--- config.mk ---
export PLATFORM = sky130hd
export DESIGN_NAME = timer_two
export DESIGN_NICKNAME = d
export VERILOG_FILES = /design/src/shared/timer_two_pkg.sv /design/src/core/timer_two_sampler.sv /design/src/core/timer_two.sv
export SDC_FILE = /design/constraint.sdc
export NUM_CORES = 1
export LEC_CHECK = 0
export ABC_AREA = 1
export BUFFER_PORTS_ARGS = -buffer_cell sky130_fd_sc_hd__buf_2
export CORE_MARGIN = 2
export CORE_UTILIZATION = 50
export DETAILED_ROUTE_END_ITERATION = 10
export PLACE_DENSITY_LB_ADDON = 0.08
export RECOVER_POWER = 50
export SLEW_MARGIN = 25
export SYNTH_ARGS = -nofsm -noshare
export SYNTH_HDL_FRONTEND = slang
export SYNTH_HIERARCHICAL = 1
export SYNTH_SLANG_ARGS = --single-unit
--- constraint.sdc ---
create_clock -name CLK -period 2.1 [get_ports CLK]
set_clock_uncertainty 0.05 [all_clocks]
set_input_delay 0.105 -clock CLK [delete_from_list [all_inputs] [get_ports CLK]]
set_output_delay 0.105 -clock CLK [all_outputs]
set_load 0.1 [all_outputs]
--- src/shared/timer_two_pkg.sv ---
// Purpose: Shared constants and types for the 16-bit capture/reload/baud timer
// Assumes: One clock at 125 MHz, 12 clocks per oscillator-divided tick
// Notes:   Register offsets are byte addresses on the special register port
package timer_two_pkg;

    // Register offsets on the special register port
    localparam logic [7:0] CONTROL_ADDR  = 8'hC8;
    localparam logic [7:0] CAP_LOW_ADDR  = 8'hCA;
    localparam logic [7:0] CAP_HIGH_ADDR = 8'hCB;
    localparam logic [7:0] CNT_LOW_ADDR  = 8'hCC;
    localparam logic [7:0] CNT_HIGH_ADDR = 8'hCD;

    // Control register field positions
    localparam int OVF_BIT  = 7;
    localparam int EXTF_BIT = 6;
    localparam int RCLK_BIT = 5;
    localparam int TX_CLOCK_SELECT_BIT = 4;
    localparam int EXEN_BIT = 3;
    localparam int RUN_BIT  = 2;
    localparam int SRC_BIT  = 1;
    localparam int CAPR_BIT = 0;

    // Values after reset
    localparam logic [7:0]  CONTROL_RESET = 8'h00;
    localparam logic [15:0] COUNT_RESET   = 16'h0000;

    // Clock cycles in one machine cycle (oscillator divided by twelve)
    localparam int          MACHINE_CYCLE_CLKS = 12;
    localparam logic [3:0]  TICK_LAST = 4'(MACHINE_CYCLE_CLKS - 1);

    // Operating mode
    typedef enum logic [1:0] {
        MODE_RELOAD,
        MODE_CAPTURE,
        MODE_BAUD,
        MODE_STOP
    } mode_t;

    // Control register fields
    typedef struct packed {
        logic overflow_flag;
        logic external_flag;
        logic rx_clock_select;
        logic tx_clock_select;
        logic ext_trigger_enable;
        logic run_control;
        logic count_source_select;
        logic capture_reload_select;
    } control_t;

    // Register port request
    typedef struct packed {
        logic       wr;
        logic [7:0] addr;
        logic [7:0] wdata;
    } reg_req_t;

    // Mode decode from control fields
    function automatic mode_t decode_mode(input control_t c);
        if (!c.run_control)
            return MODE_STOP;
        else if (c.rx_clock_select || c.tx_clock_select)
            return MODE_BAUD;
        else if (c.capture_reload_select)
            return MODE_CAPTURE;
        else
            return MODE_RELOAD;
    endfunction : decode_mode

endpackage : timer_two_pkg

--- src/core/timer_two_sampler.sv ---
// Purpose: Machine-cycle sampler and falling edge finder for one input pin
// Assumes: Pin is synchronous to CLK; sample strobe is one clock wide
// Notes:   Edge is a high sample followed by a low sample one cycle later
module timer_two_sampler
    import timer_two_pkg::*;
(
    // Clock and reset
    input  wire logic CLK,
    input  wire logic RESET_N,
    // Pin and sample strobe
    input  wire logic PIN,
    input  wire logic SAMPLE,
    // Falling edge pulse, one clock wide
    output logic      FALL
);

    logic prev_q;   // Previous machine-cycle sample
    logic prev_d;
    logic fall_q;   // Registered edge pulse
    logic fall_d;

    // Next sample and edge
    always_comb
    begin
        prev_d = prev_q;
        fall_d = 1'b0;
        if (SAMPLE)
        begin
            prev_d = PIN;
            fall_d = prev_q & ~PIN;
        end
    end

    // Sample registers
    always_ff @(posedge CLK or negedge RESET_N)
    begin
        if (!RESET_N)
        begin
            // Low after reset so a pin idling low gives no false edge
            prev_q <= 1'b0;
            fall_q <= 1'b0;
        end
        else
        begin
            prev_q <= prev_d;
            fall_q <= fall_d;
        end
    end

    assign FALL = fall_q;

endmodule : timer_two_sampler

--- src/core/timer_two.sv ---
// Purpose: 16-bit timer/counter with capture, auto-reload and baud modes
// Assumes: CPU reaches registers on a byte-wide special register port
// Notes:   Serial clock outputs are one-clock overflow pulses
// Overview of operation
// 16-bit up-counter, timer or event counter
// Source select: falling count edges or OSC/12
// Run bit starts and stops counting
// Mode decode from serial selects and capture
// Overflow flag set by hardware, not baud
// External flag set on trigger capture/reload
// Both flags share one interrupt request
// Receive clock from our overflow or other
// Transmit clock from our overflow or other
// Trigger ignored when disabled or baud
// Capture mode trigger copies count bytes
// Capture without trigger: plain overflowing counter
// Reload mode rollover reloads and flags
// Reload mode trigger reloads early, flags
// Baud mode always reloads on overflow
// Inputs sampled per machine cycle for edges
// Software presets reload, clears flags
module timer_two
    import timer_two_pkg::*;
(
    // Clock and reset
    input  wire logic       CLK,
    input  wire logic       RESET_N,
    // Special register port
    input  wire logic       REG_WR,
    input  wire logic [7:0] REG_ADDR,
    input  wire logic [7:0] REG_WDATA,
    output logic      [7:0] REG_RDATA,
    // External pins
    input  wire logic       COUNT_INPUT,
    input  wire logic       EXT_TRIGGER_INPUT,
    // Other timer overflow pulse
    input  wire logic       OTHER_TIMER_OVF,
    // Interrupt request to the CPU
    output logic            IRQ,
    // Serial port clock pulses
    output logic            RX_BAUD_CLK,
    output logic            TX_BAUD_CLK
);

    reg_req_t   req;             // Bundled register request
    control_t   ctrl_q;          // Control register
    control_t   ctrl_d;
    logic [15:0] count_q;        // Count high and low bytes
    logic [15:0] count_d;
    logic [15:0] cap_q;          // Capture/reload pair
    logic [15:0] cap_d;
    logic [3:0]  tick_q;         // Machine cycle divider
    logic [3:0]  tick_d;
    logic [7:0]  rdata_q;        // Registered read data
    logic [7:0]  rdata_d;
    logic        mc_strobe;      // One clock per machine cycle
    logic        count_fall;     // Falling edge on count input
    logic        trig_fall;      // Falling edge on trigger input
    logic        advance;        // Counter step this clock
    logic        overflow;       // Counter rolls over this clock
    logic        trig_act;       // Trigger edge takes effect
    mode_t       mode;           // Decoded mode

    assign req       = '{wr: REG_WR, addr: REG_ADDR, wdata: REG_WDATA};
    assign mc_strobe = (tick_q == TICK_LAST);
    // decode operating mode
    assign mode      = decode_mode(ctrl_q);

    // count pin edge sampling
    timer_two_sampler u_count_sampler
    (
        .CLK     (CLK),
        .RESET_N (RESET_N),
        .PIN     (COUNT_INPUT),
        .SAMPLE  (mc_strobe),
        .FALL    (count_fall)
    );

    // trigger pin edge sampling
    timer_two_sampler u_trig_sampler
    (
        .CLK     (CLK),
        .RESET_N (RESET_N),
        .PIN     (EXT_TRIGGER_INPUT),
        .SAMPLE  (mc_strobe),
        .FALL    (trig_fall)
    );

    // Divider next value
    always_comb
    begin
        tick_d = mc_strobe ? 4'h0 : tick_q + 4'h1;
    end

    // Step, overflow and trigger qualification
    always_comb
    begin
        // timer or counter source
        if (ctrl_q.count_source_select)
            advance = count_fall;
        else
            advance = mc_strobe;
        // run bit gates counting
        advance  = advance & ctrl_q.run_control;
        overflow = advance & (count_q == 16'hFFFF);
        // trigger only when enabled, not baud
        trig_act = trig_fall & ctrl_q.ext_trigger_enable & (mode != MODE_BAUD)
                 & (mode != MODE_STOP);
    end

    // Counter and capture pair next values
    always_comb
    begin
        count_d = count_q;
        cap_d   = cap_q;
        if (advance)
            count_d = count_q + 16'h0001;
        case (mode)
            MODE_RELOAD:
            begin
                // reload on rollover
                if (overflow)
                    count_d = cap_q;
                // early reload on trigger
                if (trig_act)
                    count_d = cap_q;
            end
            MODE_CAPTURE:
            begin
                // capture current count
                if (trig_act)
                    cap_d = count_q;
                // plain rollover to zero otherwise
            end
            MODE_BAUD:
            begin
                // forced reload on overflow
                if (overflow)
                    count_d = cap_q;
            end
            MODE_STOP:
            begin
                // Nothing moves while stopped
            end
            default:
            begin
                count_d = count_q;
            end
        endcase
        // CPU writes to count and capture bytes
        if (req.wr)
        begin
            case (req.addr)
                CNT_LOW_ADDR:  count_d[7:0]  = req.wdata;
                CNT_HIGH_ADDR: count_d[15:8] = req.wdata;
                CAP_LOW_ADDR:  cap_d[7:0]    = req.wdata;
                CAP_HIGH_ADDR: cap_d[15:8]   = req.wdata;
                default:       ;
            endcase
        end
    end

    // Control register next value; hardware set wins over software clear
    always_comb
    begin
        ctrl_d = ctrl_q;
        if (req.wr && req.addr == CONTROL_ADDR)
            ctrl_d = control_t'(req.wdata);
        // overflow flag, not in baud mode
        if (overflow && !ctrl_q.rx_clock_select && !ctrl_q.tx_clock_select)
            ctrl_d.overflow_flag = 1'b1;
        // external flag on capture or reload
        if (trig_act)
            ctrl_d.external_flag = 1'b1;
    end

    // Read data mux
    always_comb
    begin
        case (req.addr)
            CONTROL_ADDR:  rdata_d = ctrl_q;
            CNT_LOW_ADDR:  rdata_d = count_q[7:0];
            CNT_HIGH_ADDR: rdata_d = count_q[15:8];
            CAP_LOW_ADDR:  rdata_d = cap_q[7:0];
            CAP_HIGH_ADDR: rdata_d = cap_q[15:8];
            default:       rdata_d = 8'h00;
        endcase
    end

    // State registers
    always_ff @(posedge CLK or negedge RESET_N)
    begin
        if (!RESET_N)
        begin
            ctrl_q  <= control_t'(CONTROL_RESET);
            count_q <= COUNT_RESET;
            cap_q   <= COUNT_RESET;
            tick_q  <= 4'h0;
            rdata_q <= 8'h00;
        end
        else
        begin
            ctrl_q  <= ctrl_d;
            count_q <= count_d;
            cap_q   <= cap_d;
            tick_q  <= tick_d;
            rdata_q <= rdata_d;
        end
    end

    // Register read data
    assign REG_RDATA = rdata_q;

    // shared interrupt request
    assign IRQ = ctrl_q.overflow_flag | ctrl_q.external_flag;

    // receive clock source select
    assign RX_BAUD_CLK = ctrl_q.rx_clock_select ? overflow : OTHER_TIMER_OVF;

    // transmit clock source select
    assign TX_BAUD_CLK = ctrl_q.tx_clock_select ? overflow : OTHER_TIMER_OVF;

endmodule : timer_two

Word-level counts from Yosys, hierarchy flattened --
Cells that the tools add are included.
Operators by class: $mul 0, equal/unequal tests 11, magnitude comparators 0, add/subtract/negate cells 2, reduce and logical (&&, ||, !) cells 9, bitwise operators 10, muxes and demuxes 25, shifts and indexed selects 0, div/mod/pow operators 0
Operator list (count):
- 2-to-1 mux 16 bit | 7
- equality test 8 bit, second input constant | 5
- 2-to-1 mux 8 bit | 5
- one-hot mux 8 bit (5 select lines) | 1
- one-hot mux 16 bit (2 select lines) | 1
- adder 16 x 1 -> 16 bit, second input constant | 1
- equality test 16 bit, second input constant | 1
- 2-to-1 mux 1 bit | 8
- AND 1 bit | 7
- adder 4 x 1 -> 4 bit, second input constant | 1
- equality test 4 bit, second input constant | 1
- 2-to-1 mux 2 bit | 2
- 2-to-1 mux 4 bit | 1
- != test 2 bit, second input constant | 2
- nonzero test 2 bit | 2
- logical AND 1 bit | 3
- equality test 2 x 1 -> 1 bit, second input constant | 1
- equality test 2 bit, second input constant | 1
- zero test 1 bit | 2
- zero test 2 bit | 1
- NOT 1 bit | 2
- logical OR 1 bit | 1
- bitwise OR 1 bit | 1
Storage, ports and cells: output and inout bits 11, input port bits 22, RAM bits 0, bits in read-only memories 0, bits in latches 0, memories 0, register bits 56

Depth between registers and ports, before layout --
depth after elaboration 10, mapped depth 13

Cells and area by module --
The synthesis kept the hierarchy.
By module, submodules not included:
- timer_two | area each 3422.0 µm², times used 1, cells an instance 511
- timer_two_sampler | area each 76.3 µm², times used 2, cells an instance 9

Worst setup path after synthesis --
No wires, ideal clock.
path kind register to output, start point register tick_q[0], end point output RX_BAUD_CLK, stages on the path, launching flop included 7, arrival 3.276 ns, path slack -1.331 ns, required time 1.945 ns, path through dfrtp_1 ha_1 nand3_1 a21oi_2 buf_2 nand2_1 o21ai_0
On the way: longest elaborated chain between the ends 5
Ends and longest elaborated chain:
- start: declaration | line timer_two.sv:52 | logic [3:0] tick_q;
- start signal: assignment | line timer_two.sv:206 | tick_q <= tick_d;
- equality test 4 bit | line timer_two.sv:65 | assign mc_strobe = (tick_q == TICK_LAST);
- 2-to-1 mux 1 bit | line timer_two.sv:99 | if (ctrl_q.count_source_select)
- AND 1 bit | line timer_two.sv:104 | advance = advance & ctrl_q.run_control;
- AND 1 bit | line timer_two.sv:105 | overflow = advance & (count_q == 16'hFFFF);
- 2-to-1 mux 1 bit | line timer_two.sv:218 | assign RX_BAUD_CLK = ctrl_q.rx_clock_select ? overflow : OTHER_TIMER_OVF;
- end: declaration | line timer_two.sv:41 | output logic RX_BAUD_CLK,
Every way passes these cells.

Final worst setup path --
start point register count_q[0], end point output TX_BAUD_CLK
On the way: longest elaborated chain between the ends 3
Ends and longest elaborated chain:
- start: declaration | line timer_two.sv:48 | logic [15:0] count_q;
- start signal: assignment | line timer_two.sv:204 | count_q <= count_d;
- equality test 16 bit | line timer_two.sv:105
- AND 1 bit | line timer_two.sv:105
- 2-to-1 mux 1 bit | line timer_two.sv:221 | assign TX_BAUD_CLK = ctrl_q.tx_clock_select ? overflow : OTHER_TIMER_OVF;
- end: declaration | line timer_two.sv:42 | output logic TX_BAUD_CLK
Every way passes these cells.

==> results.md <==
- Crit path max fanout: 4
- Vias in the first global route: 3392
- Placed Instances: 662
- Clock Latency Late Sink: 0.31 ns
- Root buf cell: clkbuf_8
- Htree depth: 2
- Worst hold path class: input pin to register
- Initial Util: 0.520
- Worst path top cell family by delay: simple AND/OR/NAND/NOR gates
- Critical path type: register to output port
- Max-slew violation count: 0
- Nets: 611
- Multi-input logic area: 1790 sq um
- Share of layout cells above drive strength 1: 0.162
- PwrDens: 708 nW/um^2
- Top cell by count, worst path: nand2_2
- Diode count: 0
- Clk buf depth: 2
- Register area: 1400 sq um
- CP Buf/Inv Count: 1
- EDFF count, synth: 0
- Outcome: completed
- Core Area: 6870 sq um
- Synth-to-Final Area Change: 17.8%
- CP Cell Sequence: ha_2 > nand2_2 > nor2_2 > nand2_1 > nor2_1 > nand2_2 > o21ai_4 > buf_12
- GR Overflow Total: 0
- FMAX: 0.497 GHz
- I/O pins: 33
- CTS tree: built
- CTS buffer count: 5
- Net Sw Frac: 0.396
- Final Non-Filler Cells: 684
- DR iter-0 viols: 228
- Mean Syn Cell Area: 6.76 sq um
- Synth async-reset ratio: 1.00
- Initial antenna violation count: 0
- Sw power: 0.00118 W
- Total Power: 0.00298 W
- Most frequent cells in the layout: nand2_1, inv_1, nor2_1, dfrtp_1, nand3_1
- Share of power burned in combinational logic: 0.343
- Total GRT Usage: 0.293
- Tcrit/Tclk final: 0.958
- RSZ-0062 raised after global routing: false
- Critical path launch point type: register
- Pre-CTS setup slack: 0.154 ns
- Maximum vdd ir drop: 0.351 mV
- Die ar.: 7840 sq um
- Arrival time worst endpoint: 1.86 ns
- Fin crit period: 2.01 ns
- Syn nets: 553
- Routed len/inst: 15.5 um
- Gate Count Post-Synth: 529
- Slew headroom: 0.0530
- Buffers added on ports: 32
- Residual DRC count: 0
- Final WL: 10600 um
- DR pass1 iterations: 7
- Worst-Margin Slew: 1.42 ns
- Final Hold Violating Endpoints: 0
- Setup-failing EPs final: 0
- Final ANT Viol Nets: 0
- Internal power: 0.00180 W
- GPL Wtd Cong: 0.992
- Worst Path Required: 1.95 ns
- Leak: 2.29 nW
- Power share of the clock group: 0.210
- Max incr delay on CP: 0.40 ns
- Global-route wire length before repair: 17400 um
- Clk slew on worst S/H paths: 0.10 ns
- Seq cells post-synth: 56
- Max-cap violations: 0
- Die Span Y: 88.6 um
- Sequential cell area fraction in the yosys report: 0.392
- Number of clock sinks: 56
- Chip width: 88.6 um
- Syn. warnings: 6
- Mapped cell area: 3570 sq um
- CP Capture Type: output port
- Setup ws final: 0.0890 ns
- Commonest non-fill, non-tap cell in the layout: nand2_1
- Cell Rows: 30
- Via count of the routed design: 3550
- Hold_ws: 0.00211 ns
- Sequential Power Share: 0.447
- Setup TNS: 0 ns
- Commonest register cell after synthesis: dfrtp_1
- DR vias/cell: 5.19
- Post-DP HPWL: 8100 um
- Crit-path slowest cell: dfrtp_1
- Post-synthesis cell type count: 32
- Fillers: 713
- Largest net degree at the start of global routing: 57
-- state kept, by name (all words and copies together), names as in the netlist --
register,count
u_trig_sampler/FALL,1
u_count_sampler/FALL,1
u_trig_sampler/prev_q,1
REG_RDATA,8
ctrl_q,8
cap_q,16
count_q,16
u_count_sampler/prev_q,1
tick_q,4
-- cell families after synthesis --
kind of cell	after synthesis	share of synthesized area
buffers and inverters	108	0.118
adder cells (fa/ha/maj)	2	0.00700
AO/OA/AOI/OAI	84	0.132
XOR/XNOR	8	0.0196
AND/OR/NAND/NOR	271	0.332
flip-flops	56	0.392
-- worst paths after layout --
path	startpoint	end	slack (ns)	depth (start not counted)
min in group asynchronous	RESET_N	u_count_sampler/prev_q	0.69	3
min	REG_WDATA[7]	cap_q[15]	0.002	3
max in group asynchronous	RESET_N	count_q[2]	0.47	3
max	count_q[0]	TX_BAUD_CLK	0.09	8
min reg2reg	u_count_sampler/prev_q	u_count_sampler/prev_q	0.44	2
max reg2reg	tick_q[0]	count_q[2]	0.19	12
-- worst register-to-register path, cell delays in order (launching register included) --
cell and delay [ns]:
dfrtp_1 0.37, ha_1 0.20, nand3_2 0.11, a21oi_2 0.18
buf_6 0.15, buf_4 0.12, o21ai_0 0.09, o21ai_0 0.12
clkinv_1 0.11, nand3_1 0.10, nand2_1 0.07, nor2_1 0.11
nor2_1 0.04
-- what timing repair did --
item                                    4_1_cts  5_1_grt
pin swaps                                     2        2
hold endpoints to repair                     64        0
endpoints found under the setup margin        2       14
hold buffers                                  7        0
resized for setup                             2        5
buffers inserted                              1        6
-- area by class of cell --
cell class                 count  area share
multi-input combinational    365       0.424
sequential                    56       0.333
timing repair buffer          62       0.106
inverter                      97      0.0865
tap                           96      0.0285
clock buffer                   6      0.0196
clock inverter                 2     0.00238
-- per-layer routing --
metal  global-route usage  part of all wire
met1                0.406              0.46
met2                0.485              0.46
met3               0.0382             0.056
met4               0.0785             0.021
met5                    0                 0
-- cells in the mapped netlist (3+ instances only) --
cell type  instances  area, sq um
dfrtp_1           56         1400
nand3_1           49          245
nand2_1          125          469
nor2_1            73          274
a21oi_1           11         55.1
nand4_1            3         18.8
nor3_1             5         25.0
o22ai_1           12         75.1
inv_2             11         41.3
clkinv_1           3         11.3
o21ai_0           32          160
xor2_1             8         70.1
buf_2              6         30.0
nand2_2            3         18.8
nor2_2             3         18.8
inv_1             83          312
o211ai_1           8         60.1
o21ai_1           16         80.1
clkbuf_1           4         15.0
-- stage by stage --
stage / area, sq um / util
final: 4210 / 0.613
after floorplan: 3580 / -
after global routing: 4210 / 0.613
after global placement: 3980 / 0.580
after detailed placement: 3980 / 0.580
after CTS: 4160 / 0.605
-- power groups by stage --
stage	Combinational, W	Clock, W	Sequential (W)
finish	0.00102	0.000625	0.00133
global route	0.00116	0.000678	0.00135
CTS	0.000984	0.000638	0.00133
detailed placement	0.000966	0	0.00135
global placement	0.000970	0	0.00135
floorplan	0.000699	0	0.00131
No activity file was read; power rests on OpenSTA's default activity.
